==> src/hw/hbf_pkg.sv <==
`default_nettype none
package hbf_pkg;
  // channel count and clock rate
  localparam int NCH = 6;
  localparam int CLK_PERIOD_NS = 100;
  // qualification times in ns (least times, rounded up to whole cycles)
  localparam int OPEN_LOAD_DELAY_NS = 100000;
  localparam int OVERCURRENT_DELAY_NS = 10000;
  localparam int UV_DELAY_NS = 20000;
  localparam int OPEN_LOAD_DELAY_CYC = (OPEN_LOAD_DELAY_NS + CLK_PERIOD_NS - 1) / CLK_PERIOD_NS;
  localparam int OVERCURRENT_DELAY_CYC =
    (OVERCURRENT_DELAY_NS + CLK_PERIOD_NS - 1) / CLK_PERIOD_NS;
  localparam int UV_DELAY_CYC = (UV_DELAY_NS + CLK_PERIOD_NS - 1) / CLK_PERIOD_NS;
  // timer width
  localparam int TMR_W = 16;
  // register byte offsets
  localparam logic [7:0] CTRL_OFS = 8'h00;
  localparam logic [7:0] STATUS_OFS = 8'h04;
  localparam logic [7:0] OUTS_OFS = 8'h08;
  // control register fields
  localparam int CTRL_EN_LSB = 0;
  localparam int CTRL_CFG_LSB = 6;
  localparam int CTRL_OLSHUT_BIT = 12;
  localparam int CTRL_OVLOCK_BIT = 13;
  localparam int CTRL_STRST_BIT = 31;
  localparam logic [13:0] CTRL_RESET = 14'h0000;
  // status register fields
  localparam int ST_OL_LSB = 0;
  localparam int ST_OVC_LSB = 6;
  localparam int ST_WARN_LSB = 12;
  localparam int ST_TSHUT_LSB = 18;
  localparam int ST_SFAIL_BIT = 24;
  // output state register fields
  localparam int OUTS_HS_LSB = 0;
  localparam int OUTS_LS_LSB = 6;
  // bus responses
  localparam logic [1:0] RESP_OKAY = 2'h0;
  localparam logic [1:0] RESP_SLVERR = 2'h2;
endpackage : hbf_pkg
`default_nettype wire

==> src/hw/hbf_protect.sv <==
// Contract
// - set open-load flag after under-load delay
// - one global open-load timer, shared remainder
// - timer runs while any under-load persists
// - shutdown enabled: disable output, latch error
// - shutdown disabled: flag only, output driven
// - open-load flag held until status reset
// - over-current past delay sets flag, disables
// - status reset clears over-current, re-enables
// - thermal warning follows temperature, outputs untouched
// - thermal shutdown latches channel off, sets flags
// - shutdown cleared only when cool and reset
// - motor under-voltage past delay: fail, all off
// - motor supply recovers: resume, clear fail
// - logic under-voltage: bus stops, all cleared
// - logic supply recovers: event and reset released
// - over-voltage sets fail; off if lockout selected
// - over-voltage not latched, recovers by itself
// - non-latched lockouts restore previous output state
// - status reset acts at end of transfer
// - enable low sleeps, clears registers, outputs off
`default_nettype none
module hbf_protect #(
  parameter int OL_CYCLES = hbf_pkg::OPEN_LOAD_DELAY_CYC,
  parameter int OC_CYCLES = hbf_pkg::OVERCURRENT_DELAY_CYC,
  parameter int UV_CYCLES = hbf_pkg::UV_DELAY_CYC
) (
  input wire logic aclk,
  input wire logic aresetn,
  input wire logic clk_en,
  // axi4-lite slave
  input wire logic [7:0] s_axi_awaddr,
  input wire logic s_axi_awvalid,
  output logic s_axi_awready,
  input wire logic [31:0] s_axi_wdata,
  input wire logic [3:0] s_axi_wstrb,
  input wire logic s_axi_wvalid,
  output logic s_axi_wready,
  output logic [1:0] s_axi_bresp,
  output logic s_axi_bvalid,
  input wire logic s_axi_bready,
  input wire logic [7:0] s_axi_araddr,
  input wire logic s_axi_arvalid,
  output logic s_axi_arready,
  output logic [31:0] s_axi_rdata,
  output logic [1:0] s_axi_rresp,
  output logic s_axi_rvalid,
  input wire logic s_axi_rready,
  // pins and analog comparators, asynchronous
  input wire logic enable_pin,
  input wire logic logic_supply_uv,
  input wire logic motor_supply_uv,
  input wire logic motor_supply_ov,
  input wire logic [hbf_pkg::NCH-1:0] ls_under_load,
  input wire logic [hbf_pkg::NCH-1:0] over_current,
  input wire logic [hbf_pkg::NCH-1:0] temp_warn,
  input wire logic [hbf_pkg::NCH-1:0] temp_shutdown,
  // bridge output switch drives; both low is high impedance
  output logic [hbf_pkg::NCH-1:0] bridge_output_hs,
  output logic [hbf_pkg::NCH-1:0] bridge_output_ls
);
  import hbf_pkg::*;

  localparam int SW = 4 + 4 * NCH; // synchronised input width

  logic [SW-1:0] sync1_q; // first stage, read only by stage two
  logic [SW-1:0] sync2_q; // stable copies
  logic en_s, vcc_uv_s, msup_uv_s, msup_ov_s;
  logic [NCH-1:0] ul_s, oc_s, warn_s, tsd_s;
  logic sleep; // sleep or logic undervoltage
  logic [NCH-1:0] hb_en_q; // channel active
  logic [NCH-1:0] hb_cfg_q; // 1 high side on, 0 low side on
  logic open_load_shutdown_enable_q;
  logic overvoltage_lockout_select_q;
  logic status_reset_command; // one-cycle pulse at write completion
  logic [NCH-1:0] open_load_flag_q, ol_off_q, overcurrent_flag_q;
  logic [NCH-1:0] thermal_warning_flag_q, thermal_shutdown_flag_q;
  logic uv_fail_q, supply_fail_flag_q;
  logic [TMR_W-1:0] ol_cnt_q; // global open-load timer
  logic [TMR_W-1:0] oc_cnt_q [NCH]; // per-channel over-current timers
  logic [TMR_W-1:0] uv_cnt_q; // motor undervoltage timer
  logic [NCH-1:0] ul, ol_qual, oc_qual, ch_off, hs_d, ls_d;
  logic off_all;
  logic [NCH-1:0] hs_q, ls_q;
  // bus state
  logic aw_have_q, w_have_q, awready_q, wready_q, bvalid_q, arready_q, rvalid_q;
  logic [7:0] aw_addr_q;
  logic [31:0] w_data_q, rdata_q;
  logic [3:0] w_strb_q;
  logic [1:0] bresp_q, rresp_q;
  logic do_write;

  // saturating timer step
  function automatic logic [TMR_W-1:0] tmr_next(input logic run, input logic [TMR_W-1:0] c,
                                                 input int lim);
    if (!run) begin
      return '0;
    end
    if (c >= TMR_W'(lim)) begin
      return TMR_W'(lim);
    end
    return c + TMR_W'(1);
  endfunction : tmr_next

  // two-flop synchroniser for every pin and comparator input
  always_ff @(posedge aclk) begin
    if (!aresetn) begin
      sync1_q <= '0;
      sync2_q <= '0;
    end else if (clk_en) begin
      sync1_q <= {enable_pin, logic_supply_uv, motor_supply_uv, motor_supply_ov,
                  temp_shutdown, temp_warn, over_current, ls_under_load};
      sync2_q <= sync1_q;
    end
  end

  // unpack synchronised inputs
  assign {en_s, vcc_uv_s, msup_uv_s, msup_ov_s, tsd_s, warn_s, oc_s, ul_s} = sync2_q;
  assign sleep = !en_s || vcc_uv_s;

  // write completion; status reset acts here only
  assign do_write = aw_have_q && w_have_q && !bvalid_q;
  assign status_reset_command = do_write && aw_addr_q == CTRL_OFS && w_strb_q[3] &&
                                w_data_q[CTRL_STRST_BIT];

  // write address/data capture, bus stalls in logic undervoltage
  always_ff @(posedge aclk) begin
    if (!aresetn) begin
      aw_have_q <= 1'b0;
      w_have_q <= 1'b0;
      awready_q <= 1'b0;
      wready_q <= 1'b0;
      aw_addr_q <= '0;
      w_data_q <= '0;
      w_strb_q <= '0;
    end else if (clk_en) begin
      awready_q <= !aw_have_q && !bvalid_q && !(s_axi_awvalid && awready_q) &&
                   !vcc_uv_s;
      wready_q <= !w_have_q && !bvalid_q && !(s_axi_wvalid && wready_q) && !vcc_uv_s;
      if (s_axi_awvalid && awready_q) begin
        aw_have_q <= 1'b1;
        aw_addr_q <= s_axi_awaddr;
      end else if (do_write) begin
        aw_have_q <= 1'b0;
      end
      if (s_axi_wvalid && wready_q) begin
        w_have_q <= 1'b1;
        w_data_q <= s_axi_wdata;
        w_strb_q <= s_axi_wstrb;
      end else if (do_write) begin
        w_have_q <= 1'b0;
      end
    end
  end

  // write response
  always_ff @(posedge aclk) begin
    if (!aresetn) begin
      bvalid_q <= 1'b0;
      bresp_q <= RESP_OKAY;
    end else if (clk_en) begin
      if (do_write) begin
        bvalid_q <= 1'b1;
        // status and output state are read-only, ignored with okay
        bresp_q <= (aw_addr_q == CTRL_OFS || aw_addr_q == STATUS_OFS ||
                    aw_addr_q == OUTS_OFS) ? RESP_OKAY : RESP_SLVERR;
      end else if (bvalid_q && s_axi_bready) begin
        bvalid_q <= 1'b0;
      end
    end
  end

  // control register, cleared in sleep
  always_ff @(posedge aclk) begin
    if (!aresetn) begin
      {overvoltage_lockout_select_q, open_load_shutdown_enable_q, hb_cfg_q, hb_en_q} <=
        CTRL_RESET;
    end else if (clk_en) begin
      if (sleep) begin
        {overvoltage_lockout_select_q, open_load_shutdown_enable_q, hb_cfg_q, hb_en_q} <=
          CTRL_RESET;
      end else if (do_write && aw_addr_q == CTRL_OFS) begin
        if (w_strb_q[0]) begin
          hb_en_q <= w_data_q[CTRL_EN_LSB +: NCH];
          hb_cfg_q[1:0] <= w_data_q[CTRL_CFG_LSB +: 2];
        end
        if (w_strb_q[1]) begin
          hb_cfg_q[NCH-1:2] <= w_data_q[CTRL_CFG_LSB+2 +: NCH-2];
          open_load_shutdown_enable_q <= w_data_q[CTRL_OLSHUT_BIT];
          overvoltage_lockout_select_q <= w_data_q[CTRL_OVLOCK_BIT];
        end
      end
    end
  end

  // read channel
  always_ff @(posedge aclk) begin
    if (!aresetn) begin
      arready_q <= 1'b0;
      rvalid_q <= 1'b0;
      rdata_q <= '0;
      rresp_q <= RESP_OKAY;
    end else if (clk_en) begin
      arready_q <= !rvalid_q && !(s_axi_arvalid && arready_q) && !vcc_uv_s;
      if (s_axi_arvalid && arready_q) begin
        rvalid_q <= 1'b1;
        rresp_q <= RESP_OKAY;
        rdata_q <= '0;
        unique case (s_axi_araddr)
          CTRL_OFS: begin
            rdata_q[CTRL_EN_LSB +: NCH] <= hb_en_q;
            rdata_q[CTRL_CFG_LSB +: NCH] <= hb_cfg_q;
            rdata_q[CTRL_OLSHUT_BIT] <= open_load_shutdown_enable_q;
            rdata_q[CTRL_OVLOCK_BIT] <= overvoltage_lockout_select_q;
          end
          STATUS_OFS: begin
            rdata_q[ST_OL_LSB +: NCH] <= open_load_flag_q;
            rdata_q[ST_OVC_LSB +: NCH] <= overcurrent_flag_q;
            rdata_q[ST_WARN_LSB +: NCH] <= thermal_warning_flag_q;
            rdata_q[ST_TSHUT_LSB +: NCH] <= thermal_shutdown_flag_q;
            rdata_q[ST_SFAIL_BIT] <= supply_fail_flag_q;
          end
          OUTS_OFS: begin
            rdata_q[OUTS_HS_LSB +: NCH] <= hs_q;
            rdata_q[OUTS_LS_LSB +: NCH] <= ls_q;
          end
          default: begin
            rresp_q <= RESP_SLVERR; // unmapped
          end
        endcase
      end else if (rvalid_q && s_axi_rready) begin
        rvalid_q <= 1'b0;
      end
    end
  end

  // open-load sensing only on driven low sides
  assign ul = ul_s & ls_q;
  // all channels under load qualify at the shared expiry
  assign ol_qual = ul & {NCH{ol_cnt_q == TMR_W'(OL_CYCLES)}};

  // global open-load timer, saturates so late channels use the remainder
  always_ff @(posedge aclk) begin
    if (!aresetn) begin
      ol_cnt_q <= '0;
    end else if (clk_en) begin
      ol_cnt_q <= tmr_next(|ul, ol_cnt_q, OL_CYCLES);
    end
  end

  // open-load flag and latched shutdown; set beats status reset
  always_ff @(posedge aclk) begin
    if (!aresetn) begin
      open_load_flag_q <= '0;
      ol_off_q <= '0;
    end else if (clk_en) begin
      if (sleep) begin
        open_load_flag_q <= '0;
        ol_off_q <= '0;
      end else begin
        open_load_flag_q <= (open_load_flag_q & ~{NCH{status_reset_command}}) | ol_qual;
        ol_off_q <= (ol_off_q & ~{NCH{status_reset_command}}) |
                    (ol_qual & {NCH{open_load_shutdown_enable_q}});
      end
    end
  end

  // over-current timers per channel
  always_ff @(posedge aclk) begin
    if (!aresetn) begin
      for (int i = 0; i < NCH; i++) begin
        oc_cnt_q[i] <= '0;
      end
    end else if (clk_en) begin
      for (int i = 0; i < NCH; i++) begin
        oc_cnt_q[i] <= tmr_next(oc_s[i], oc_cnt_q[i], OC_CYCLES);
      end
    end
  end

  // qualified over-current
  always_comb begin
    for (int i = 0; i < NCH; i++) begin
      oc_qual[i] = oc_s[i] && oc_cnt_q[i] == TMR_W'(OC_CYCLES);
    end
  end

  // over-current, thermal flags
  always_ff @(posedge aclk) begin
    if (!aresetn) begin
      overcurrent_flag_q <= '0;
      thermal_warning_flag_q <= '0;
      thermal_shutdown_flag_q <= '0;
    end else if (clk_en) begin
      if (sleep) begin
        overcurrent_flag_q <= '0;
        thermal_warning_flag_q <= '0;
        thermal_shutdown_flag_q <= '0;
      end else begin
        overcurrent_flag_q <= (overcurrent_flag_q & ~{NCH{status_reset_command}}) |
                              oc_qual;
        thermal_warning_flag_q <= warn_s | tsd_s;
        // clear only when cooled and reset written
        thermal_shutdown_flag_q <= (thermal_shutdown_flag_q &
                                    ~({NCH{status_reset_command}} & ~tsd_s)) | tsd_s;
      end
    end
  end

  // motor supply undervoltage and supply-fail flag, never latched
  always_ff @(posedge aclk) begin
    if (!aresetn) begin
      uv_cnt_q <= '0;
      uv_fail_q <= 1'b0;
      supply_fail_flag_q <= 1'b0;
    end else if (clk_en) begin
      uv_cnt_q <= tmr_next(msup_uv_s, uv_cnt_q, UV_CYCLES);
      uv_fail_q <= msup_uv_s && (uv_fail_q || uv_cnt_q == TMR_W'(UV_CYCLES));
      supply_fail_flag_q <= !sleep && ((msup_uv_s && (uv_fail_q || uv_cnt_q == TMR_W'(UV_CYCLES)))
                            || msup_ov_s);
    end
  end

  // lockouts gate without touching the control register
  assign off_all = sleep || uv_fail_q ||
                   (msup_ov_s && overvoltage_lockout_select_q);
  assign ch_off = ~hb_en_q | ol_off_q | overcurrent_flag_q | thermal_shutdown_flag_q |
                  {NCH{off_all}};
  assign hs_d = ~ch_off & hb_cfg_q;
  assign ls_d = ~ch_off & ~hb_cfg_q;

  // output switch drives
  always_ff @(posedge aclk) begin
    if (!aresetn) begin
      hs_q <= '0;
      ls_q <= '0;
    end else if (clk_en) begin
      hs_q <= hs_d;
      ls_q <= ls_d;
    end
  end

  assign bridge_output_hs = hs_q;
  assign bridge_output_ls = ls_q;
  assign s_axi_awready = awready_q;
  assign s_axi_wready = wready_q;
  assign s_axi_bvalid = bvalid_q;
  assign s_axi_bresp = bresp_q;
  assign s_axi_arready = arready_q;
  assign s_axi_rvalid = rvalid_q;
  assign s_axi_rdata = rdata_q;
  assign s_axi_rresp = rresp_q;
endmodule : hbf_protect
`default_nettype wire

==> config.mk <==
export PLATFORM = sky130hd
export DESIGN_NAME = hbf_protect
export DESIGN_NICKNAME = d
export VERILOG_FILES = /design/src/hw/hbf_pkg.sv /design/src/hw/hbf_protect.sv
export SDC_FILE = /design/constraint.sdc
export NUM_CORES = 1
export LEC_CHECK = 0
export BUFFER_PORTS_ARGS = -buffer_cell sky130_fd_sc_hd__buf_4
export CAP_MARGIN = 20
export CORE_UTILIZATION = 50
export CTS_CLUSTER_SIZE = 10
export DETAILED_ROUTE_END_ITERATION = 8
export PLACE_DENSITY = 0.73
export SYNTH_ARGS = -nofsm -noshare
export SYNTH_HDL_FRONTEND = slang
export SYNTH_SLANG_ARGS = --single-unit
==> constraint.sdc <==
create_clock -name aclk -period 4.2 [get_ports aclk]
set_clock_uncertainty 0.15 [all_clocks]
set_input_delay 0.42 -clock aclk [delete_from_list [all_inputs] [get_ports aclk]]
set_output_delay 0.42 -clock aclk [all_outputs]
set_load 0.02 [all_outputs]
==> results of run 1 <==
-- sequential cells by signal, indices dropped and copies added, names as in the netlist, 8 cells and up --
name         count
uv_cnt_q        16
oc_cnt_q        96
sync1_q         28
sync2_q         28
w_data_q        15
ol_cnt_q        16
aw_addr_q        8
s_axi_rdata     25
-- worst max-delay path: cells and delay by family --
family / cells / cell delay [ns]
buffers and inverters: 2 / 0.77
AND/OR/NAND/NOR: 1 / 0.56
AO/OA/AOI/OAI: 2 / 0.92
-- cells in the final DEF (no fill, tap or decap), drive strengths merged, types with 6 or more instances in the layout --
cell type | Yosys | routed
dfxtp | 206 | 206
nor2 | 48 | 48
nand2 | 111 | 111
a32o | 6 | 6
a22o | 24 | 24
inv | 30 | 29
buf | 21 | 125
and2 | 17 | 17
o2bb2ai | 35 | 35
clkbuf | 35 | 57
a21boi | 27 | 27
a31oi | 8 | 8
nor2b | 88 | 88
xor2 | 23 | 23
a21oi | 24 | 24
mux2i | 70 | 70
o21ai | 33 | 33
nor4 | 18 | 18
xnor2 | 8 | 8
edfxtp | 96 | 96
nand3 | 51 | 51
ha | 16 | 16
conb | 1 | 63
a22oi | 28 | 28
nor4b | 9 | 9
and3 | 16 | 16
nor3 | 27 | 27
-- cells by family (layout without fill, tap and decap cells) --
family | after synthesis | after routing | share of synthesized area (%)
multiplexers | 71 | 71 | 5.838
buffers and inverters | 86 | 213 | 3.037
AO/OA/AOI/OAI | 206 | 206 | 12.47
XOR/XNOR | 31 | 31 | 2.227
other | 1 | 63 | 0.03075
AND/OR/NAND/NOR | 406 | 406 | 17.30
flip-flops | 302 | 302 | 57.46
adder cells (fa/ha/maj) | 16 | 16 | 1.642
-- power by group through the flow --
stage | Sequential, W | Clock (W) | Combinational, W
finish | 0.00318 | 0.00271 | 0.000296
global route | 0.00319 | 0.00288 | 0.000328
CTS | 0.00318 | 0.00277 | 0.000296
detailed placement | 0.00324 | 0 | 0.000294
global placement | 0.00324 | 0 | 0.000285
floorplan | 0.00323 | 0 | 0.000193
-- worst paths after layout --
kind	from	end	slack, ns	cells past startpoint
worst max-delay path	aresetn	ol_off_q[5]$_SDFFE_PN0P_	1.77	5
worst min-delay path	s_axi_wdata[1]	w_data_q[1]$_SDFFE_PN0P_	0.03	3
worst max register to register	sync2_q[26]$_SDFFE_PN0P_	ol_off_q[5]$_SDFFE_PN0P_	1.78	4
worst min register to register	uv_cnt_q[11]$_SDFFE_PN0P_	uv_cnt_q[11]$_SDFFE_PN0P_	0.30	1
-- layer usage --
metal / vias up / wire [um] / GRT usage, %
li1: 4309 / - / -
met1: 4063 / 11630 / 28.04
met5: - / 0 / 0
met4: 0 / 615 / 6.914
met3: 47 / 1517 / 4.243
met2: 231 / 12400 / 35.57
-- layout make-up --
| type | instances | area (um2) |
|---|---|---|
| clock inverter | 1 | 5.005 |
| multi-input combinational | 793 | 5062 |
| inverter | 30 | 113.9 |
| clock buffer | 57 | 1001 |
| sequential | 302 | 7007 |
| tap | 319 | 399.1 |
| timing repair buffer | 125 | 958.4 |
| fill | 1954 | 9136 |
-- metrics by stage --
step | worst slack [ns] | hold WS [ns] | utilization, % | instances
2_1_floorplan | 1.286 | 0.2705 | - | 1181
3_3_place_gp | 1.215 | 0.2870 | 57.06 | 1568
3_5_place_dp | 1.308 | 0.2883 | 57.17 | 1569
4_1_cts | 1.797 | 0.01055 | 61.42 | 1627
5_1_grt | 1.631 | 0.02354 | 61.42 | 1627
6_report | 1.772 | 0.03189 | 61.42 | 1627
-- Yosys cell counts, types with 8 or more instances --
| cell | n | area, um2 |
|---|---|---|
| o21ai_0 | 32 | 160.2 |
| and3_1 | 16 | 100.1 |
| inv_1 | 30 | 112.6 |
| nor2_1 | 48 | 180.2 |
| a21boi_0 | 27 | 202.7 |
| nor2b_1 | 88 | 550.5 |
| a22oi_1 | 28 | 210.2 |
| mux2i_1 | 70 | 700.7 |
| a21oi_1 | 24 | 120.1 |
| a22o_1 | 24 | 210.2 |
| edfxtp_1 | 96 | 2883 |
| xnor2_1 | 8 | 70.07 |
| nand2_1 | 111 | 416.7 |
| nor4_1 | 18 | 112.6 |
| nor4b_1 | 8 | 70.07 |
| nand3_1 | 51 | 255.2 |
| buf_2 | 11 | 55.05 |
| clkbuf_1 | 35 | 131.4 |
| nor3_1 | 27 | 135.1 |
| xor2_1 | 23 | 201.4 |
| and2_1 | 16 | 100.1 |
| buf_4 | 9 | 67.56 |
| dfxtp_1 | 206 | 4124 |
| ha_1 | 16 | 200.2 |
| a31oi_1 | 8 | 50.05 |
| o2bb2ai_1 | 35 | 306.5 |
==> reports/qor.yml, run 1 <==
run_status: "finished, final reports clean"
setup_violations: 0
p_comb_share_pct: 4.8
cts_made_buffers: 36
min_period_ns: 2.428
p_int_w: 0.004869
ys_types: 56
power.switching_w: 0.001322
viasPerCell: 5.317
critPathLaunchType: "primary input"
finalHoldViolCount: 0
drv_cap: 0
fin_tns_setup_ns: 0
wl_per_cell_um: 16.08
netlist_instances: 1119
relSlewSlack_pct: 38.79
grt.overflow.total: 0
io_buffers: 113
drt_iter0_markers: 722
htreeDepth: 2
avgSynthCellArea_um2: 10.90
hp-class: "primary input to flip-flop"
coreArea_um2: 23680
worstSkewPairLatency_ns: 0.50
cp_cell_sequence: "buf_4 > nand4b_1 > o21ai_2 > buf_4 > o2bb2ai_1"
max_stage_delay_ns: 0.78
fin_area_um2: 14550
crit_path_frequent_cell: "buf_4"
cts_resized: 0
worst_slew_pin_slew_ns: 0.9162
drc: 0
crit_type: "primary input to flip-flop"
seqPwrFrac_pct: 51.4
rsz0062_at_grt: "no"
synth_async_sr_flop_share_pct: 0
grt_pass1_vias: 8236
pwr-share-clk_pct: 43.8
gr-usage-all-layers_pct: 21.44
swShare_pct: 21.35
io_pins: 141
worstPathArrival_ns: 2.69
grt_first_pass_wirelength_mm: 42.03
die_h_um: 158.2
critical_path.endpoint_type: "flip-flop"
slowest_stage: "o21ai_2"
routed-via-count: 8650
clockRootBuffer: "clkbuf_16"
die_w_um: 158.2
first_pass_iters: 5
wl_mm: 26.17
finalPower_w: 0.006190
antenna_found_initial: 0
place_hpwl_mm: 18.02
cts_buffer_depth: 3
n_antenna_cell: 0
post_cts_buffers: 0
drive_above_1_share_pct: 13.30
num_rows: 56
ys_ff_latch: 302
final_max_slew_viol_count: 0
syn2layout_area_growth_pct: 19.29
nNetsFinal: 1392
dpl_cell_area_um2: 13540
grt_max_degree: 62
fmax_mhz: 411.9
die_area_um2: 25020
gp_congestion: 0.8318
vdd_drop_max_mv: 0.2619
cp.required_ns: 4.47
holdBufCountCts: 0
ys_warn_count: 0
cts_tree: "yes"
finalCritPeriodShare_pct: 57.81
synth_enable_flop_cells: 96
synth-main-ff-cell: "dfxtp_1"
final_antenna_net_count: 0
ys_seq_area_share_pct: 57.46
synth_area_um2: 12190
clk_pin_slew_ns: 0.05
start_util_pct: 51.49
clock_sinks: 302
leakagePower_nw: 5.579
worstPathMaxFanout: 61
powerDensity_nw_per_um2: 425.5
Note: power is estimated with default switching activity, not from simulation.
==> inputs of run 2 (changes only) <==
Clock period 4.2 ns to 2.2 ns, I/O delays scaled along.
==> reports/qor.yml, run 2 (same netlist as run 1, synthesis figures left out) <==
run_status: "finished, final reports clean"
syn2layout_area_growth_pct: 25.50
crit_type: "flip-flop to flip-flop"
grt_max_degree: 76
cts_tree: "yes"
whs_path_depth: 3
drv_cap: 0
r2r_setup_slack_ns: 0.16
nNetsFinal: 1466
cts_buffer_depth: 3
antenna_found_initial: 0
clock_sinks: 302
vdd_drop_max_mv: 0.4539
regMostFlops: "oc_cnt_q"
finalCritPeriodShare_pct: 92.84
grt.overflow.total: 0
gp_congestion: 0.8843
drt_iter0_markers: 598
n_antenna_cell: 0
wl_per_cell_um: 16.15
final_max_slew_viol_count: 0
place_hpwl_mm: 18.61
num_rows: 56
setup_violations: 0
hp-class: "primary input to flip-flop"
critical_path.endpoint_type: "flip-flop"
die_area_um2: 25020
io_pins: 141
finalHoldViolCount: 0
cp_cell_sequence: "or4_1 > or4_4 > or2_0 > a31oi_1"
worst_slew_pin_slew_ns: 0.8481
final_common_cell: "dfxtp_1"
min_period_ns: 2.043
start_util_pct: 51.49
fin_tns_setup_ns: 0
cts_made_buffers: 36
finalPower_w: 0.01209
io_buffers: 113
clk_pin_slew_ns: 0.06
routed-via-count: 9036
die_h_um: 158.2
wl_mm: 27.46
leakagePower_nw: 5.926
worstSkewPairLatency_ns: 0.51
worstPathArrival_ns: 2.32
drc: 0
fmax_mhz: 489.6
clockRootBuffer: "clkbuf_16"
max_stage_delay_ns: 0.58
powerDensity_nw_per_um2: 789.8
grt_first_pass_wirelength_mm: 44.62
gr-usage-all-layers_pct: 22.87
htreeDepth: 2
rr_worst_depth: 4
top_regs: "oc_cnt_q: 96 flops, sync1_q: 28 flops, sync2_q: 28 flops"
largest_reg_flops: 96
die_w_um: 158.2
viasPerCell: 5.315
layout_common_cells: "dfxtp_1 (206), buf_4 (138), nand2_1 (110)"
nFillCells: 1884
final_antenna_net_count: 0
drive_above_1_share_pct: 13.90
relSlewSlack_pct: 43.34
coreArea_um2: 23680
slowest_stage: "or4_4"
cp.required_ns: 2.48
first_pass_iters: 5
grt_pass1_vias: 8806
post_cts_buffers: 0
critPathLaunchType: "flip-flop"
rsz0062_at_grt: "no"
worstPathMaxFanout: 6
-- run 2: cell count changes in the layout (fill, tap and decap cells not counted), moves of 2 or more --
cell	change
buf_4	+14
clkbuf_1	-4
dlygate4sd3_1	+59
buf_12	+2
inv_6	+2
-- run 2: final timing paths --
check,from,to
worst min-delay path,clk_en,sync2_q[0]$_SDFFE_PN0P_
worst max register to register,uv_cnt_q[8]$_SDFFE_PN0P_,uv_cnt_q[2]$_SDFFE_PN0P_
worst max-delay path,uv_cnt_q[8]$_SDFFE_PN0P_,uv_cnt_q[2]$_SDFFE_PN0P_
worst min register to register,thermal_warning_flag_q[5]$_SDFFE_PN0P_,thermal_warning_flag_q[5]$_SDFFE_PN0P_
-- run 2: power by group --
part / internal, W / switching [W] / leakage [nW]
Combinational: 0.000327 / 0.000341 / 2.73
Sequential: 0.00596 / 0.000119 / 2.69
Clock: 0.00323 / 0.00211 / 0.505
-- run 2: timing repair --
| action | in CTS | in global routing |
|---|---|---|
| setup endpoints to repair | 0 | 4 |
| gates resized for setup | 0 | 2 |
| hold buffers | 59 | 0 |
| endpoints found under the hold margin | 59 | 0 |
-- run 2: layout make-up --
type	count	area (um2)	share of cell area, %
timing repair buffer	199	1667	10.89
tap	319	399.1	2.608
sequential	302	7007	45.79
clock inverter	3	47.55	0.3107
multi-input combinational	793	5070	33.13
inverter	30	113.9	0.7440
clock buffer	54	999.7	6.533
-- run 2: metrics by stage --
| stage | utilization [%] | setup WS (ns) | area, um2 | hold slack (ns) | cells |
|---|---|---|---|---|---|
| finish | 64.62 | 0.1574 | 15300 | 0.03303 | 1700 |
| global route | 64.62 | 0.06964 | 15300 | 0.02738 | 1700 |
| CTS | 64.57 | 0.1569 | 15290 | 0.01097 | 1700 |
| detailed placement | 57.66 | 0.1767 | 13650 | 0.2890 | 1584 |
| global placement | 57.66 | 0.1872 | 13650 | 0.2838 | 1584 |
| floorplan | - | 0.08245 | 12430 | 0.2149 | 1181 |
-- run 2: worst max-delay path: cells and delay by family, from the launching register on --
kind	cells	cell delay, ns
AO/OA/AOI/OAI	1	0.15
AND/OR/NAND/NOR	3	1.37
flip-flops	1	0.30
-- run 2: per-layer routing --
metal	wire length, um	track usage (%)
met4	666	7.830
met3	1405	4.024
met1	12010	29.43
met5	0	0
met2	13380	38.70
==> inputs of run 3 (changes only) <==
Settings changed: PLACE_DENSITY 0.73 to unset, PLACE_DENSITY_LB_ADDON set to 0.12, SKIP_CTS_REPAIR_TIMING set to 1.
Clock period 2.2 ns to 2.4 ns, I/O delays scaled along.
==> reports/qor.yml, run 3 (same netlist as run 1, synthesis figures left out) <==
rsz0062_at_grt: "no"
drv_cap: 0
die_w_um: 158.2
hp-class: "primary input to flip-flop"
worstPathArrival_ns: 2.32
io_pins: 141
antenna_found_initial: 0
grt_max_degree: 49
grt_first_pass_wirelength_mm: 42.05
gp_congestion: 0.8232
vdd_drop_max_mv: 0.4211
cp_cell_sequence: "dlygate4sd3_1 > buf_4 > nand3_1 > or4_4 > or2_0 > a31oi_1"
min_period_ns: 2.051
wl_mm: 26.99
regToRegStartpoint: "uv_cnt_q[12]$_SDFFE_PN0P_"
powerDensity_nw_per_um2: 717.1
cts_made_buffers: 36
clockRootBuffer: "clkbuf_16"
critPathLaunchType: "primary input"
drc: 0
dpl.cell_count: 1581
n_antenna_cell: 0
r2r_setup_slack_ns: 0.37
largest_reg_flops: 96
leakagePower_nw: 5.960
drt_iter0_markers: 509
cts_tree: "yes"
die_area_um2: 25020
top_regs: "oc_cnt_q: 96 flops, sync1_q: 28 flops, sync2_q: 28 flops"
final_antenna_net_count: 0
finalPower_w: 0.01101
cts_buffer_depth: 3
drive_above_1_share_pct: 13.55
critical_path.endpoint_type: "flip-flop"
finalCritPeriodShare_pct: 85.46
routed-via-count: 8937
finalHoldViolCount: 1
nNetsFinal: 1471
num_rows: 56
whs_path_depth: 4
violations: "negative hold slack"
max_stage_delay_ns: 0.61
syn2layout_area_growth_pct: 25.88
htreeDepth: 2
nFillCells: 1930
wl_per_cell_um: 15.82
start_util_pct: 51.49
stdcell_count: 1706
worstPathMaxFanout: 24
coreArea_um2: 23680
first_pass_iters: 5
cp.required_ns: 2.67
gr-usage-all-layers_pct: 21.59
relSlewSlack_pct: 51.34
timing.hold.ws_ns: -0.002764
holdPathEnd: "s_axi_rresp[1]$_SDFFE_PN0P_"
reg2reg_to: "uv_cnt_q[2]$_SDFFE_PN0P_"
viasPerCell: 5.239
grt_pass1_vias: 8114
rr_worst_depth: 4
setup_violations: 0
clock_sinks: 302
run_status: "finished, violations left"
final_common_cell: "dfxtp_1"
io_buffers: 113
worstSkewPairLatency_ns: 0.51
worst_slew_pin_slew_ns: 0.7265
grt.overflow.total: 0
final_max_slew_viol_count: 0
clk_pin_slew_ns: 0.05
layout_common_cells: "dfxtp_1 (206), buf_4 (134), nand2_1 (111)"
slowest_stage: "or4_4"
crit_type: "primary input to flip-flop"
regMostFlops: "oc_cnt_q"
fin_tns_setup_ns: 0
holdCritStartpoint: "s_axi_araddr[6]"
fmax_mhz: 487.5
place_hpwl_mm: 18.06
die_h_um: 158.2
## run 3: layer usage
| layer | wire [um] | up-vias | global-route usage (%) |
|---|---|---|---|
| li1 | - | 4485 | - |
| met1 | 12820 | 4222 | 30.22 |
| met2 | 12660 | 195 | 34.46 |
| met3 | 1093 | 35 | 3.504 |
| met4 | 414 | 0 | 6.044 |
| met5 | 0 | - | 0 |
## run 3: how the worst max path moves through the flow
stage                                   start                            to  cells after the start
floorplan                              clk_en      ol_cnt_q[3]$_SDFFE_PN0P_                      7
global placement              s_axi_araddr[1]   s_axi_rdata[5]$_SDFFE_PN0P_                      6
detailed placement            s_axi_araddr[1]  s_axi_rdata[11]$_SDFFE_PN0P_                      6
CTS                 uv_cnt_q[12]$_SDFFE_PN0P_      uv_cnt_q[2]$_SDFFE_PN0P_                      4
global route                          aresetn      uv_cnt_q[2]$_SDFFE_PN0P_                      6
finish                                aresetn      uv_cnt_q[2]$_SDFFE_PN0P_                      6
## run 3: power by group
group / leakage (nW) / total, W / switching [W] / internal, W
logic: 2.77 / 0.000613 / 0.000309 / 0.000305
clock network: 0.499 / 0.00482 / 0.00193 / 0.00289
registers: 2.69 / 0.00557 / 0.000113 / 0.00546
total: 5.96 / 0.0110 / 0.00235 / 0.00866
## run 3: final cells by class
cell class	count	area (um2)	share of cell area (%)
clock buffers	56	1017	6.627
clock inverters	2	17.52	0.1141
inverters	30	113.9	0.7418
multi-input cells	793	5059	32.96
flip-flops and latches	302	7007	45.65
well taps	319	399.1	2.600
repair buffers	204	1737	11.31
## run 3: critical path: cells and delay by family
| family | cells | cell delay [ns] |
|---|---|---|
| buffers and inverters | 2 | 0.78 |
| AO/OA/AOI/OAI | 1 | 0.15 |
| AND/OR/NAND/NOR | 3 | 1.14 |
## run 3: stage by stage
| stage | area [um2] | setup slack [ns] | utilization [%] |
|---|---|---|---|
| final | 15350 | 0.3489 | 64.81 |
| after global routing | 15350 | 0.2677 | 64.81 |
| after CTS | 14680 | 0.3548 | 61.98 |
| after detailed placement | 13640 | 0.3532 | 57.61 |
| after global placement | 13640 | 0.3725 | 57.61 |
| after floorplan | 12430 | 0.2625 | - |
